## src/seq_pkg.sv

```systemverilog
// seq_pkg: register map, field positions, reset values and timing counts
// for the deposition process sequencer.
// assumes a 40 MHz core clock and a 32-bit APB master.
package seq_pkg;

  // ---------------------------------------------------------------------
  // register byte offsets
  // ---------------------------------------------------------------------
  localparam logic [7:0] CMD_OFS      = 8'h00;
  localparam logic [7:0] CFG_OFS      = 8'h04;
  localparam logic [7:0] LAYER_A_OFS  = 8'h08;
  localparam logic [7:0] LAYER_B_OFS  = 8'h0C;
  localparam logic [7:0] TIMES_OFS    = 8'h10;
  localparam logic [7:0] POWER_OFS    = 8'h14;
  localparam logic [7:0] RATE_OFS     = 8'h18;
  localparam logic [7:0] STATUS_OFS   = 8'h1C;
  localparam logic [7:0] OUT_OFS      = 8'h20;

  // ---------------------------------------------------------------------
  // command register bits (write one to issue)
  // ---------------------------------------------------------------------
  localparam int CMD_START_BIT = 0;
  localparam int CMD_STOP_BIT  = 1;
  localparam int CMD_RESET_BIT = 2;
  localparam int CMD_CRIT_BIT  = 3;

  // ---------------------------------------------------------------------
  // config register fields
  // ---------------------------------------------------------------------
  localparam int CFG_FIRST_LSB   = 0;   // layer to start, 8 bits
  localparam int CFG_LAST_LSB    = 8;   // last layer, 8 bits
  localparam int CFG_CODEP_BIT   = 16;  // a start with channel 0 not busy co-deposits the next two layers
  localparam int CFG_RATIO_BIT   = 17;  // ratio control enable
  localparam int CFG_SHDLY_BIT   = 18;  // shutter delay enable
  localparam int CFG_CTDLY_BIT   = 19;  // control delay enable
  localparam int CFG_HOLD_BIT    = 20;  // soak hold for early layer
  localparam int CFG_RATIO_LSB   = 24;  // ratio percent, 8 bits

  // layer descriptor: source, sensor mask, idle power flag
  localparam int LAY_SRC_LSB     = 0;   // 4 bits
  localparam int LAY_SNS_LSB     = 8;   // 8-bit sensor mask
  localparam int LAY_IDLE_BIT    = 16;  // previous idle power nonzero

  // stage times in cycles, 8 bits each
  localparam int TM_RISE_LSB     = 0;
  localparam int TM_SOAK_LSB     = 8;
  localparam int TM_CTDLY_LSB    = 16;
  localparam int TM_INDEX_LSB    = 24;

  localparam logic [31:0] CFG_RESET = 32'h0000_0101;

  // ---------------------------------------------------------------------
  // timing
  // ---------------------------------------------------------------------
  localparam int CLK_HZ          = 40_000_000;
  localparam int TIME_UNIT_US    = 1;
  localparam int UNIT_CYCLES     = (CLK_HZ / 1_000_000) * TIME_UNIT_US;

  // rate tolerance for shutter delay exit: 5 percent or 1 A/s (0.1 A/s lsb)
  localparam int RATE_TOL_PCT    = 5;
  localparam logic [15:0] RATE_TOL_ABS = 16'h000A;

  typedef enum logic [4:0] {
    ST_READY, ST_SRC_SWITCH, ST_RISE1, ST_SOAK1, ST_RISE2, ST_SOAK2,
    ST_HOLD, ST_SHUT_DELAY, ST_CTRL_DELAY, ST_DEPOSIT, ST_IDLE, ST_STOP
  } layer_state_t;

endpackage

```

## src/deposition_process_sequencer.sv

```systemverilog
// deposition_process_sequencer: two-channel layer state sequencer with
// APB register access, shutter contacts and power-level selection.
// assumes synchronous panel inputs and a single 40 MHz core clock.
`timescale 1ns/10ps

module deposition_process_sequencer
  import seq_pkg::*;
#(
  parameter int CHANNELS = 2
) (
  input  wire logic        core_clk,
  input  wire logic        sys_rst,
  input  wire logic [7:0]  paddr,
  input  wire logic        psel,
  input  wire logic        penable,
  input  wire logic        pwrite,
  input  wire logic [31:0] pwdata,
  output logic [31:0]      prdata,
  output logic             pready,
  output logic             pslverr,
  input  wire logic        indexer_done,
  input  wire logic [1:0]  final_thick,
  input  wire logic [15:0] measured_rate,
  output logic [1:0]       source_shutter,
  output logic [1:0]       sensor_shutter,
  output logic [1:0]       power_sel_0,
  output logic [1:0]       power_sel_1,
  output logic [15:0]      desired_rate_1,
  output logic [4:0]       state_code_0,
  output logic [4:0]       state_code_1
);

  if (CHANNELS != 2) begin : g_bad_channels
    $error("sequencer supports exactly two channels");
  end

  // ---------------------------------------------------------------------
  // apb slave; zero wait state, unmapped offsets answer with pslverr
  // ---------------------------------------------------------------------
  logic [31:0] cfg_reg, lay_a_reg, lay_b_reg, times_reg, rate_reg;
  logic [31:0] prdata_reg, prdata_next;
  logic        pslverr_reg, pready_reg;
  logic [7:0]  layer_reg, layer_next;
  logic [1:0]  conflict_reg, conflict_next;   // [0] source, [1] sensor

  wire access    = psel && !penable;
  // writes and commands act at the edge that completes the access phase
  wire wr_access = psel && penable && pwrite && pready_reg;
  wire hit_cmd   = paddr == CMD_OFS;
  wire hit_cfg   = paddr == CFG_OFS;
  wire hit_la    = paddr == LAYER_A_OFS;
  wire hit_lb    = paddr == LAYER_B_OFS;
  wire hit_tm    = paddr == TIMES_OFS;
  wire hit_rate  = paddr == RATE_OFS;
  wire hit_pwr   = paddr == POWER_OFS;
  wire hit_st    = paddr == STATUS_OFS;
  wire hit_out   = paddr == OUT_OFS;
  wire mapped    = hit_cmd | hit_cfg | hit_la | hit_lb | hit_tm |
                   hit_rate | hit_pwr | hit_st | hit_out;

  wire cmd_start = wr_access && hit_cmd && pwdata[CMD_START_BIT];
  wire cmd_stop  = wr_access && hit_cmd && pwdata[CMD_STOP_BIT];
  wire cmd_reset = wr_access && hit_cmd && pwdata[CMD_RESET_BIT];
  wire crit_err  = wr_access && hit_cmd && pwdata[CMD_CRIT_BIT];

  layer_state_t st_reg [2];
  layer_state_t st_next [2];
  logic [7:0]   tmr_reg [2];
  logic [7:0]   tmr_next [2];
  logic [1:0]   sel_reg [2];
  logic [1:0]   sel_next [2];
  logic [1:0]   src_sh_reg, src_sh_next, sns_sh_reg, sns_sh_next;
  logic         stopped_reg, stopped_next;
  logic         paired_reg, paired_next;   // launched together by one start
  logic [15:0]  des1_reg, des1_next;

  wire [31:0] status_word = {conflict_reg, 4'h0, paired_reg, stopped_reg,
                             3'h0, st_reg[1], 3'h0, st_reg[0], layer_reg};

  assign prdata_next = !mapped ? 32'h0000_0000 :
                       hit_cfg  ? cfg_reg :
                       hit_la   ? lay_a_reg :
                       hit_lb   ? lay_b_reg :
                       hit_tm   ? times_reg :
                       hit_rate ? rate_reg :
                       hit_pwr  ? {28'h0, sel_reg[1], sel_reg[0]} :
                       hit_st   ? status_word :
                       hit_out  ? {12'h0, des1_reg, sns_sh_reg, src_sh_reg} :
                                  32'h0000_0000;

  always_ff @(posedge core_clk) begin
    if (sys_rst) begin
      pready_reg  <= 1'b0;
      pslverr_reg <= 1'b0;
      prdata_reg  <= 32'h0000_0000;
    end else begin
      pready_reg  <= access;
      pslverr_reg <= access && !mapped;
      if (access && !pwrite) prdata_reg <= prdata_next;
    end
  end

  always_ff @(posedge core_clk) begin
    if (sys_rst) begin
      cfg_reg   <= CFG_RESET;
      lay_a_reg <= 32'h0000_0000;
      lay_b_reg <= 32'h0000_0001;
      times_reg <= 32'h0404_0404;
      rate_reg  <= 32'h0000_0064;
    end else if (wr_access) begin
      if (hit_cfg)  cfg_reg   <= pwdata;
      if (hit_la)   lay_a_reg <= pwdata;
      if (hit_lb)   lay_b_reg <= pwdata;
      if (hit_tm)   times_reg <= pwdata;
      if (hit_rate) rate_reg  <= pwdata;
    end
  end

  assign prdata  = prdata_reg;
  assign pready  = pready_reg;
  assign pslverr = pslverr_reg;

  // ---------------------------------------------------------------------
  // configuration decode
  // ---------------------------------------------------------------------
  wire [7:0]  first_layer = cfg_reg[CFG_FIRST_LSB +: 8];
  wire [7:0]  last_layer  = cfg_reg[CFG_LAST_LSB +: 8];
  wire        codep_cfg   = cfg_reg[CFG_CODEP_BIT];
  wire        ratio_en    = cfg_reg[CFG_RATIO_BIT];
  wire        shdly_en    = cfg_reg[CFG_SHDLY_BIT];
  wire        ctdly_en    = cfg_reg[CFG_CTDLY_BIT];
  wire        hold_in     = cfg_reg[CFG_HOLD_BIT];
  wire [7:0]  ratio_pct   = cfg_reg[CFG_RATIO_LSB +: 8];
  wire [7:0]  t_rise      = times_reg[TM_RISE_LSB +: 8];
  wire [7:0]  t_soak      = times_reg[TM_SOAK_LSB +: 8];
  wire [7:0]  t_ctdly     = times_reg[TM_CTDLY_LSB +: 8];
  wire [7:0]  t_index     = times_reg[TM_INDEX_LSB +: 8];
  wire [15:0] des0        = rate_reg[15:0];
  wire        same_src    = lay_a_reg[LAY_SRC_LSB +: 4] ==
                            lay_b_reg[LAY_SRC_LSB +: 4];
  wire        share_sns   = |(lay_a_reg[LAY_SNS_LSB +: 8] &
                              lay_b_reg[LAY_SNS_LSB +: 8]);

  // ratio: secondary desired rate = primary * pct / 100
  wire [23:0] ratio_prod  = des0 * ratio_pct;
  wire [15:0] ratio_rate  = 16'(ratio_prod / 24'd100);
  // rate error window: 5 percent of desired or the absolute floor
  wire [15:0] rate_err    = measured_rate > des0 ? measured_rate - des0 :
                                                   des0 - measured_rate;
  wire [15:0] tol_pct     = 16'((32'(des0) * RATE_TOL_PCT) / 100);
  wire        rate_ok     = rate_err <= tol_pct || rate_err <= RATE_TOL_ABS;

  wire busy0 = st_reg[0] != ST_READY && st_reg[0] != ST_IDLE &&
               st_reg[0] != ST_STOP;
  wire busy1 = st_reg[1] != ST_READY && st_reg[1] != ST_IDLE &&
               st_reg[1] != ST_STOP;
  wire both_enter = (st_reg[0] == ST_SHUT_DELAY || st_reg[0] == ST_SOAK2) &&
                    (st_reg[1] == ST_SHUT_DELAY || st_reg[1] == ST_SOAK2);
  wire sns_conf   = busy0 && busy1 && share_sns && !hold_in && both_enter;
  wire src_conf   = cmd_start && busy0 && same_src && !stopped_reg;

  // ---------------------------------------------------------------------
  // per-channel layer state machines
  // ---------------------------------------------------------------------
  genvar gi;
  generate
    for (gi = 0; gi < 2; gi++) begin : g_ch
      wire tdone = tmr_reg[gi] == 8'h00;
      wire prim_done = final_thick[0] && st_reg[0] == ST_DEPOSIT;
      always_comb begin
        st_next[gi]  = st_reg[gi];
        tmr_next[gi] = tmr_reg[gi] == 8'h00 ? 8'h00 : tmr_reg[gi] - 8'h01;
        sel_next[gi] = sel_reg[gi];
        case (st_reg[gi])
          ST_READY, ST_IDLE, ST_STOP: begin
            sel_next[gi] = 2'd0;
          end
          ST_SRC_SWITCH: begin
            if (lay_a_reg[LAY_IDLE_BIT]) sel_next[gi] = 2'd0;
            if (!indexer_done || tdone) begin
              st_next[gi]  = ST_RISE1;
              tmr_next[gi] = t_rise;
              sel_next[gi] = 2'd1;
            end
          end
          ST_RISE1: if (tdone) begin
            st_next[gi] = ST_SOAK1;
            tmr_next[gi] = t_soak;
          end
          ST_SOAK1: if (tdone) begin
            st_next[gi] = ST_RISE2;
            tmr_next[gi] = t_rise;
            sel_next[gi] = 2'd2;
          end
          ST_RISE2: if (tdone) begin
            st_next[gi] = ST_SOAK2;
            tmr_next[gi] = t_soak;
          end
          ST_SOAK2: if (tdone) begin
            if (gi == 1 && hold_in && !paired_reg)
              st_next[gi] = ST_HOLD;
            else if (shdly_en)
              st_next[gi] = ST_SHUT_DELAY;
            else if (ctdly_en) begin
              st_next[gi] = ST_CTRL_DELAY;
              tmr_next[gi] = t_ctdly;
            end else begin
              st_next[gi] = ST_DEPOSIT;
              sel_next[gi] = 2'd3;
            end
          end
          ST_HOLD: if (!hold_in) st_next[gi] = ST_SHUT_DELAY;
          ST_SHUT_DELAY: begin
            sel_next[gi] = 2'd3;
            if (rate_ok) st_next[gi] = ST_DEPOSIT;
          end
          ST_CTRL_DELAY: if (tdone) begin
            st_next[gi] = ST_DEPOSIT;
            sel_next[gi] = 2'd3;
          end
          ST_DEPOSIT: begin
            sel_next[gi] = 2'd3;
            if (final_thick[gi] && !(gi == 1 && paired_reg))
              st_next[gi] = ST_IDLE;
            else if (gi == 1 && paired_reg && prim_done)
              st_next[gi] = ST_IDLE;
          end
          default: st_next[gi] = ST_READY;
        endcase
      end
    end
  endgenerate

  // ---------------------------------------------------------------------
  // process control: start, stop, reset, errors, concurrency
  // ---------------------------------------------------------------------
  wire halt = cmd_stop || crit_err || src_conf || sns_conf;
  logic [1:0] resume_mask_reg, resume_mask_next;

  layer_state_t fin [2];
  logic [7:0]   ftmr [2];
  logic [1:0]   fsel [2];

  always_comb begin
    fin[0] = st_next[0];
    fin[1] = st_next[1];
    ftmr[0] = tmr_next[0];
    ftmr[1] = tmr_next[1];
    fsel[0] = sel_next[0];
    fsel[1] = sel_next[1];
    layer_next = layer_reg;
    stopped_next = stopped_reg;
    paired_next = paired_reg;
    conflict_next = conflict_reg;
    resume_mask_next = resume_mask_reg;
    if (stopped_reg) begin
      fin[0] = ST_STOP;
      fin[1] = ST_STOP;
      fsel[0] = 2'd0;
      fsel[1] = 2'd0;
      if (cmd_start) begin
        stopped_next = 1'b0;
        conflict_next = 2'b00;
        fin[0] = resume_mask_reg[0] ? ST_SRC_SWITCH : ST_IDLE;
        fin[1] = resume_mask_reg[1] ? ST_SRC_SWITCH : ST_IDLE;
        ftmr[0] = t_index;
        ftmr[1] = t_index;
      end else if (cmd_reset) begin
        stopped_next = 1'b0;
        conflict_next = 2'b00;
        paired_next = 1'b0;
        layer_next = first_layer;
        fin[0] = ST_READY;
        fin[1] = ST_READY;
      end
    end else if (halt && (busy0 || busy1 || cmd_stop)) begin
      stopped_next = 1'b1;
      resume_mask_next = {busy1, busy0};
      conflict_next = conflict_reg | {sns_conf, src_conf};
      fin[0] = ST_STOP;
      fin[1] = ST_STOP;
      fsel[0] = 2'd0;
      fsel[1] = 2'd0;
    end else if (cmd_start) begin
      if (!busy0 && layer_reg <= last_layer) begin
        fin[0] = ST_SRC_SWITCH;
        ftmr[0] = t_index;
        layer_next = layer_reg + 8'h01;
        paired_next = codep_cfg;
        if (codep_cfg) begin
          fin[1] = ST_SRC_SWITCH;
          ftmr[1] = t_index;
          layer_next = layer_reg + 8'h02;
        end
      end else if (busy0 && !busy1 && layer_reg <= last_layer) begin
        fin[1] = ST_SRC_SWITCH;
        ftmr[1] = t_index;
        paired_next = 1'b0;
        layer_next = layer_reg + 8'h01;
      end
    end
  end

  // ratio applies only to a pair launched by one start
  assign des1_next = (paired_reg && ratio_en) ? ratio_rate
                                              : rate_reg[31:16];

  // shutter contacts follow the state table
  always_comb begin
    for (int i = 0; i < 2; i++) begin
      src_sh_next[i] = fin[i] == ST_CTRL_DELAY || fin[i] == ST_DEPOSIT;
      sns_sh_next[i] = fin[i] == ST_SOAK2 || fin[i] == ST_SHUT_DELAY ||
                       fin[i] == ST_CTRL_DELAY || fin[i] == ST_DEPOSIT ||
                       (fin[i] == ST_HOLD);
    end
  end

  always_ff @(posedge core_clk) begin
    if (sys_rst) begin
      st_reg[0]       <= ST_READY;
      st_reg[1]       <= ST_READY;
      tmr_reg[0]      <= 8'h00;
      tmr_reg[1]      <= 8'h00;
      sel_reg[0]      <= 2'd0;
      sel_reg[1]      <= 2'd0;
      src_sh_reg      <= 2'b00;
      sns_sh_reg      <= 2'b00;
      layer_reg       <= 8'h01;
      stopped_reg     <= 1'b0;
      paired_reg      <= 1'b0;
      conflict_reg    <= 2'b00;
      resume_mask_reg <= 2'b00;
      des1_reg        <= 16'h0000;
    end else begin
      st_reg[0]       <= fin[0];
      st_reg[1]       <= fin[1];
      tmr_reg[0]      <= ftmr[0];
      tmr_reg[1]      <= ftmr[1];
      sel_reg[0]      <= fsel[0];
      sel_reg[1]      <= fsel[1];
      src_sh_reg      <= src_sh_next;
      sns_sh_reg      <= sns_sh_next;
      layer_reg       <= layer_next;
      stopped_reg     <= stopped_next;
      paired_reg      <= paired_next;
      conflict_reg    <= conflict_next;
      resume_mask_reg <= resume_mask_next;
      if (!stopped_reg) des1_reg <= des1_next;
    end
  end

  assign source_shutter = src_sh_reg;
  assign sensor_shutter = sns_sh_reg;
  assign power_sel_0    = sel_reg[0];
  assign power_sel_1    = sel_reg[1];
  assign desired_rate_1 = des1_reg;
  assign state_code_0   = st_reg[0];
  assign state_code_1   = st_reg[1];

endmodule

```

## config.mk

```make
export PLATFORM = sky130hd
export DESIGN_NAME = deposition_process_sequencer
export DESIGN_NICKNAME = d
export VERILOG_FILES = /design/src/seq_pkg.sv /design/src/deposition_process_sequencer.sv
export SDC_FILE = /design/constraint.sdc
export NUM_CORES = 1
export LEC_CHECK = 0
export ABC_AREA = 1
export BUFFER_PORTS_ARGS = -buffer_cell sky130_fd_sc_hd__buf_2
export CAP_MARGIN = 20
export CELL_PAD_IN_SITES_DETAIL_PLACEMENT = 0
export CELL_PAD_IN_SITES_GLOBAL_PLACEMENT = 1
export CORE_UTILIZATION = 41
export DETAILED_ROUTE_END_ITERATION = 10
export GPL_TIMING_DRIVEN = 0
export PLACE_DENSITY = 0.84
export SYNTH_ARGS = -nofsm -noshare
export SYNTH_HDL_FRONTEND = slang
export SYNTH_SLANG_ARGS = --single-unit
```

## constraint.sdc

```tcl
create_clock -name core_clk -period 10.9 [get_ports core_clk]
set_input_delay 0.545 -clock core_clk [delete_from_list [all_inputs] [get_ports core_clk]]
set_output_delay 0.545 -clock core_clk [all_outputs]
set_load 0.02 [all_outputs]
```

==> results.tsv <==
stage	metric	value	unit
yosys	Syn. warnings	0	
setup_path	nature of the critical path endpoint	register	
cells_and_area	fillcell total	5675	
cells_and_area	footprint of the multi-input gates	0.0174	mm²
grt	initial antenna violation count	4	
power	cell leakage power	0.0148	µW
timing	RSZ-0062 raised after global routing	true	
yosys	Mapped Area	0.0234	mm²
power	Psw	797	µW
timing	FMAX	85.7	MHz
grt	first-pass GRT wire length	139	mm
clock_tree	clock sink count	258	
power	P per Cell Area	84.7	mW/mm²
power	Sw Ratio	31.4	%
status	violated checks	setup timing	
cells_and_area	Design Area, Final	0.0300	mm²
routing	Remaining DRCs	0	
clock_tree	CTS Buffer Depth	3	
routing	DR iter-0 viols	2467	
place	DP HPWL	73.6	mm
power	Comb pwr share	21.3	%
setup_path	CP most frequent cell	nand2_4	
clock_tree	Clock Latency Late Sink	0.57	ns
place	pre-CTS setup slack	-1.91	ns
place	routability cong.	1.01	
routing	Via density	5.54	
grt	total gr overflow	0	
routing	per-cell routed wire length	20.4	µm
clock_tree	H-tree levels	1	
timing	Slew Viols, Final	0	
power	VDD IR max	0.102	mV
setup_path	Slowest cell on crit path	fa_1	
timing	Final WS setup	-0.772	ns
power	clock network fraction of total power	39.9	%
yosys	Synth Register Bits	258	
floorplan	IO Pins	132	
setup_path	CP Max Fanout	7	
min_path	Hold Path Class	in2reg	
floorplan	core area	0.0564	mm²
place	dpl cells	4443	
status	outcome	complete, but fails checks	
timing	clock skew	0.0171	ns
yosys	Post-Syn Instances	3556	
cells_and_area	Register Area	0.00524	mm²
clock_tree	Worst-path clk slew	0.06	ns
routing	routed wire length	95.2	mm
job	max-cap violations	0	
routing	routed vias	25900	
grt	GRT Util Overall	31.4	%
yosys	Seq/Total Area, Yosys	22.0	%
setup_path	CP arrival	12.13	ns
floorplan	die width	241	µm
grt	pin count of the biggest net entering global routing	14	
clock_tree	TritonCTS clock tree	yes	
clock_tree	hold_buf cts	0	
cells_and_area	Final nets	4177	
timing	period utilization	107	%
timing	Tmin final	11.67	ns
floorplan	initial core utilization	41.5	%
floorplan	die area	0.0581	mm²
timing	setup violators final	12	
floorplan	row count	87	
yosys	Synth async-reset ratio	0	%
routing	antenna-violating nets left	0	
power	Sequential Power Share	38.7	%
timing	relative max-transition margin	30.8	%
cells_and_area	fraction of layout cells with a size suffix above 1	23.5	%
cells_and_area	Post-Layout Cell Count	4674	
setup_path	Critical Path Source Type	register	
clock_tree	root buffer cell	clkbuf_16	
setup_path	CP Class	reg2reg	
power	Internal	1740	µW
cells_and_area	Syn-to-layout area delta	27.9	%
yosys	EDFF count, synth	0	
place	# port buffers	130	
yosys	Synth cell types	73	
routing	drt pass-1 iters	5	
setup_path	critical path required time	11.36	ns
setup_path	CP peak stage delay	0.57	ns
grt	number of global-route vias before repair	23600	
clock_tree	CTS buffer count	29	
floorplan	die height	241	µm
yosys	Synth Flop Type	dfxtp_1	
timing	final hold vios	0	
yosys	mean post-synth cell area	6.59	µm²
place	post-place instance area	0.0250	mm²
cells_and_area	final core utilization	53.1	%
timing	worst slew pin tran	1.03	ns
[layout make-up]
| type | count | area share, % |
|---|---|---|
| buffer | 121 | 2.97 |
| antenna | 1 | 0.00835 |
| timing repair buffer | 317 | 7.13 |
| clock buffer | 39 | 2.75 |
| inverter | 631 | 7.96 |
| sequential | 258 | 17.5 |
| clock inverter | 13 | 0.497 |
| multi-input combinational | 2538 | 58.0 |
| tap | 756 | 3.16 |
[cell usage in the layout, fill, tap and decap left out, types with 17 or more instances in the layout]
master,Yosys,layout
xnor2_1,19,17
buf_2,1,133
nand3_1,146,108
xor2_1,61,51
o211ai_1,52,52
nand3_2,10,36
inv_2,39,60
o21ai_0,279,265
a21oi_1,297,277
ha_1,130,104
nand2_4,26,91
clkbuf_16,0,48
nand2_1,724,606
nor2_1,257,241
o2111ai_1,21,20
nand2_2,82,127
o22ai_1,19,19
nor2_4,7,25
a211oi_1,56,56
a21oi_2,2,18
inv_1,584,559
o21ai_1,18,17
buf_4,0,170
nor3_1,34,31
fa_1,87,80
ha_4,0,25
dfxtp_4,0,20
clkbuf_1,126,98
nand4_1,43,43
dfxtp_1,258,235
[cell usage after synthesis, drive strengths merged, types with 11 or more instances]
master	number	area, µm²
inv	623	2340
nand4	52	382
o211ai	52	390
o21ai	299	1500
a31oi	14	87.6
clkbuf	126	473
o2111ai	21	184
fa	87	1740
xnor2	21	210
ha	130	1630
a21oi	299	1500
or2	11	71.3
nand3	158	866
nand2	832	3520
o21bai	12	93.8
nor3	36	190
dfxtp	258	5160
nor2	278	1130
xor2	61	534
o221ai	16	140
a211oi	56	420
o22ai	19	119
[timing repair]
action / CTS / global route
buffers inserted: 97 / 87
endpoints found under the setup margin: 16 / 15
pin swaps: 127 / 228
resized for setup: 297 / 302
cloned: 3 / 1
[logic make-up (layout without fill, tap and decap cells)]
| group | count (synthesis) | in the layout | synth area share [%] |
|---|---|---|---|
| buffers and inverters | 761 | 1121 | 12.2 |
| AOI/OAI and AO/OA | 851 | 851 | 21.3 |
| other | 1 | 3 | 0.0160 |
| muxes | 2 | 2 | 0.0855 |
| adders and majority gates | 217 | 217 | 14.4 |
| and+or+nand+nor | 1384 | 1384 | 26.8 |
| xor gates and xnor gates | 82 | 82 | 3.18 |
| DFF | 258 | 258 | 22.0 |
[power groups by stage]
| stage | logic [µW] | registers (µW) | clock network, µW |
|---|---|---|---|
| after floorplan | 341 | 1000 | 0 |
| after global placement | 514 | 1010 | 0 |
| after detailed placement | 512 | 1010 | 0 |
| after CTS | 517 | 983 | 1010 |
| after global routing | 586 | 985 | 1050 |
| final | 541 | 983 | 1010 |
[layer usage]
layer  global-route usage, %  vias to the layer above  wire (µm)
li1                        -                    12300          -
met2                    48.6                     1179      41600
met5                       0                        -         27
met3                    5.71                      212       8920
met1                    43.3                    12200      40500
met4                    11.7                        4       4170
[final timing paths]
path              cells past startpoint        start           endpoint  slack [ns]
setup reg to reg                     96  cfg_reg[31]  desired_rate_1[0]       -0.77
setup / recovery                     96  cfg_reg[31]  desired_rate_1[0]       -0.77
hold reg to reg                       2    prdata[8]          prdata[8]        0.46
hold / removal                        3    pwdata[5]        rate_reg[5]        0.25
[worst max-delay path, delay by kind of cell (launching register included)]
kind,cells,cell delay [ns]
xor gates and xnor gates,1,0.24
DFF,1,0.38
AOI/OAI and AO/OA,7,0.90
and+or+nand+nor,75,6.75
buffers and inverters,8,0.82
adders and majority gates,5,2.40
[through the flow]
step	total power, µW	hold WS (ns)	setup TNS [ns]
after global placement	1520	0.451	-17.40
after global routing	2620	0.276	-15.45
after floorplan	1350	0.426	0
after CTS	2510	0.240	-2.68
after detailed placement	1520	0.454	-17.59
final	2540	0.255	-4.03
No activity file was read; power rests on OpenSTA's default activity.
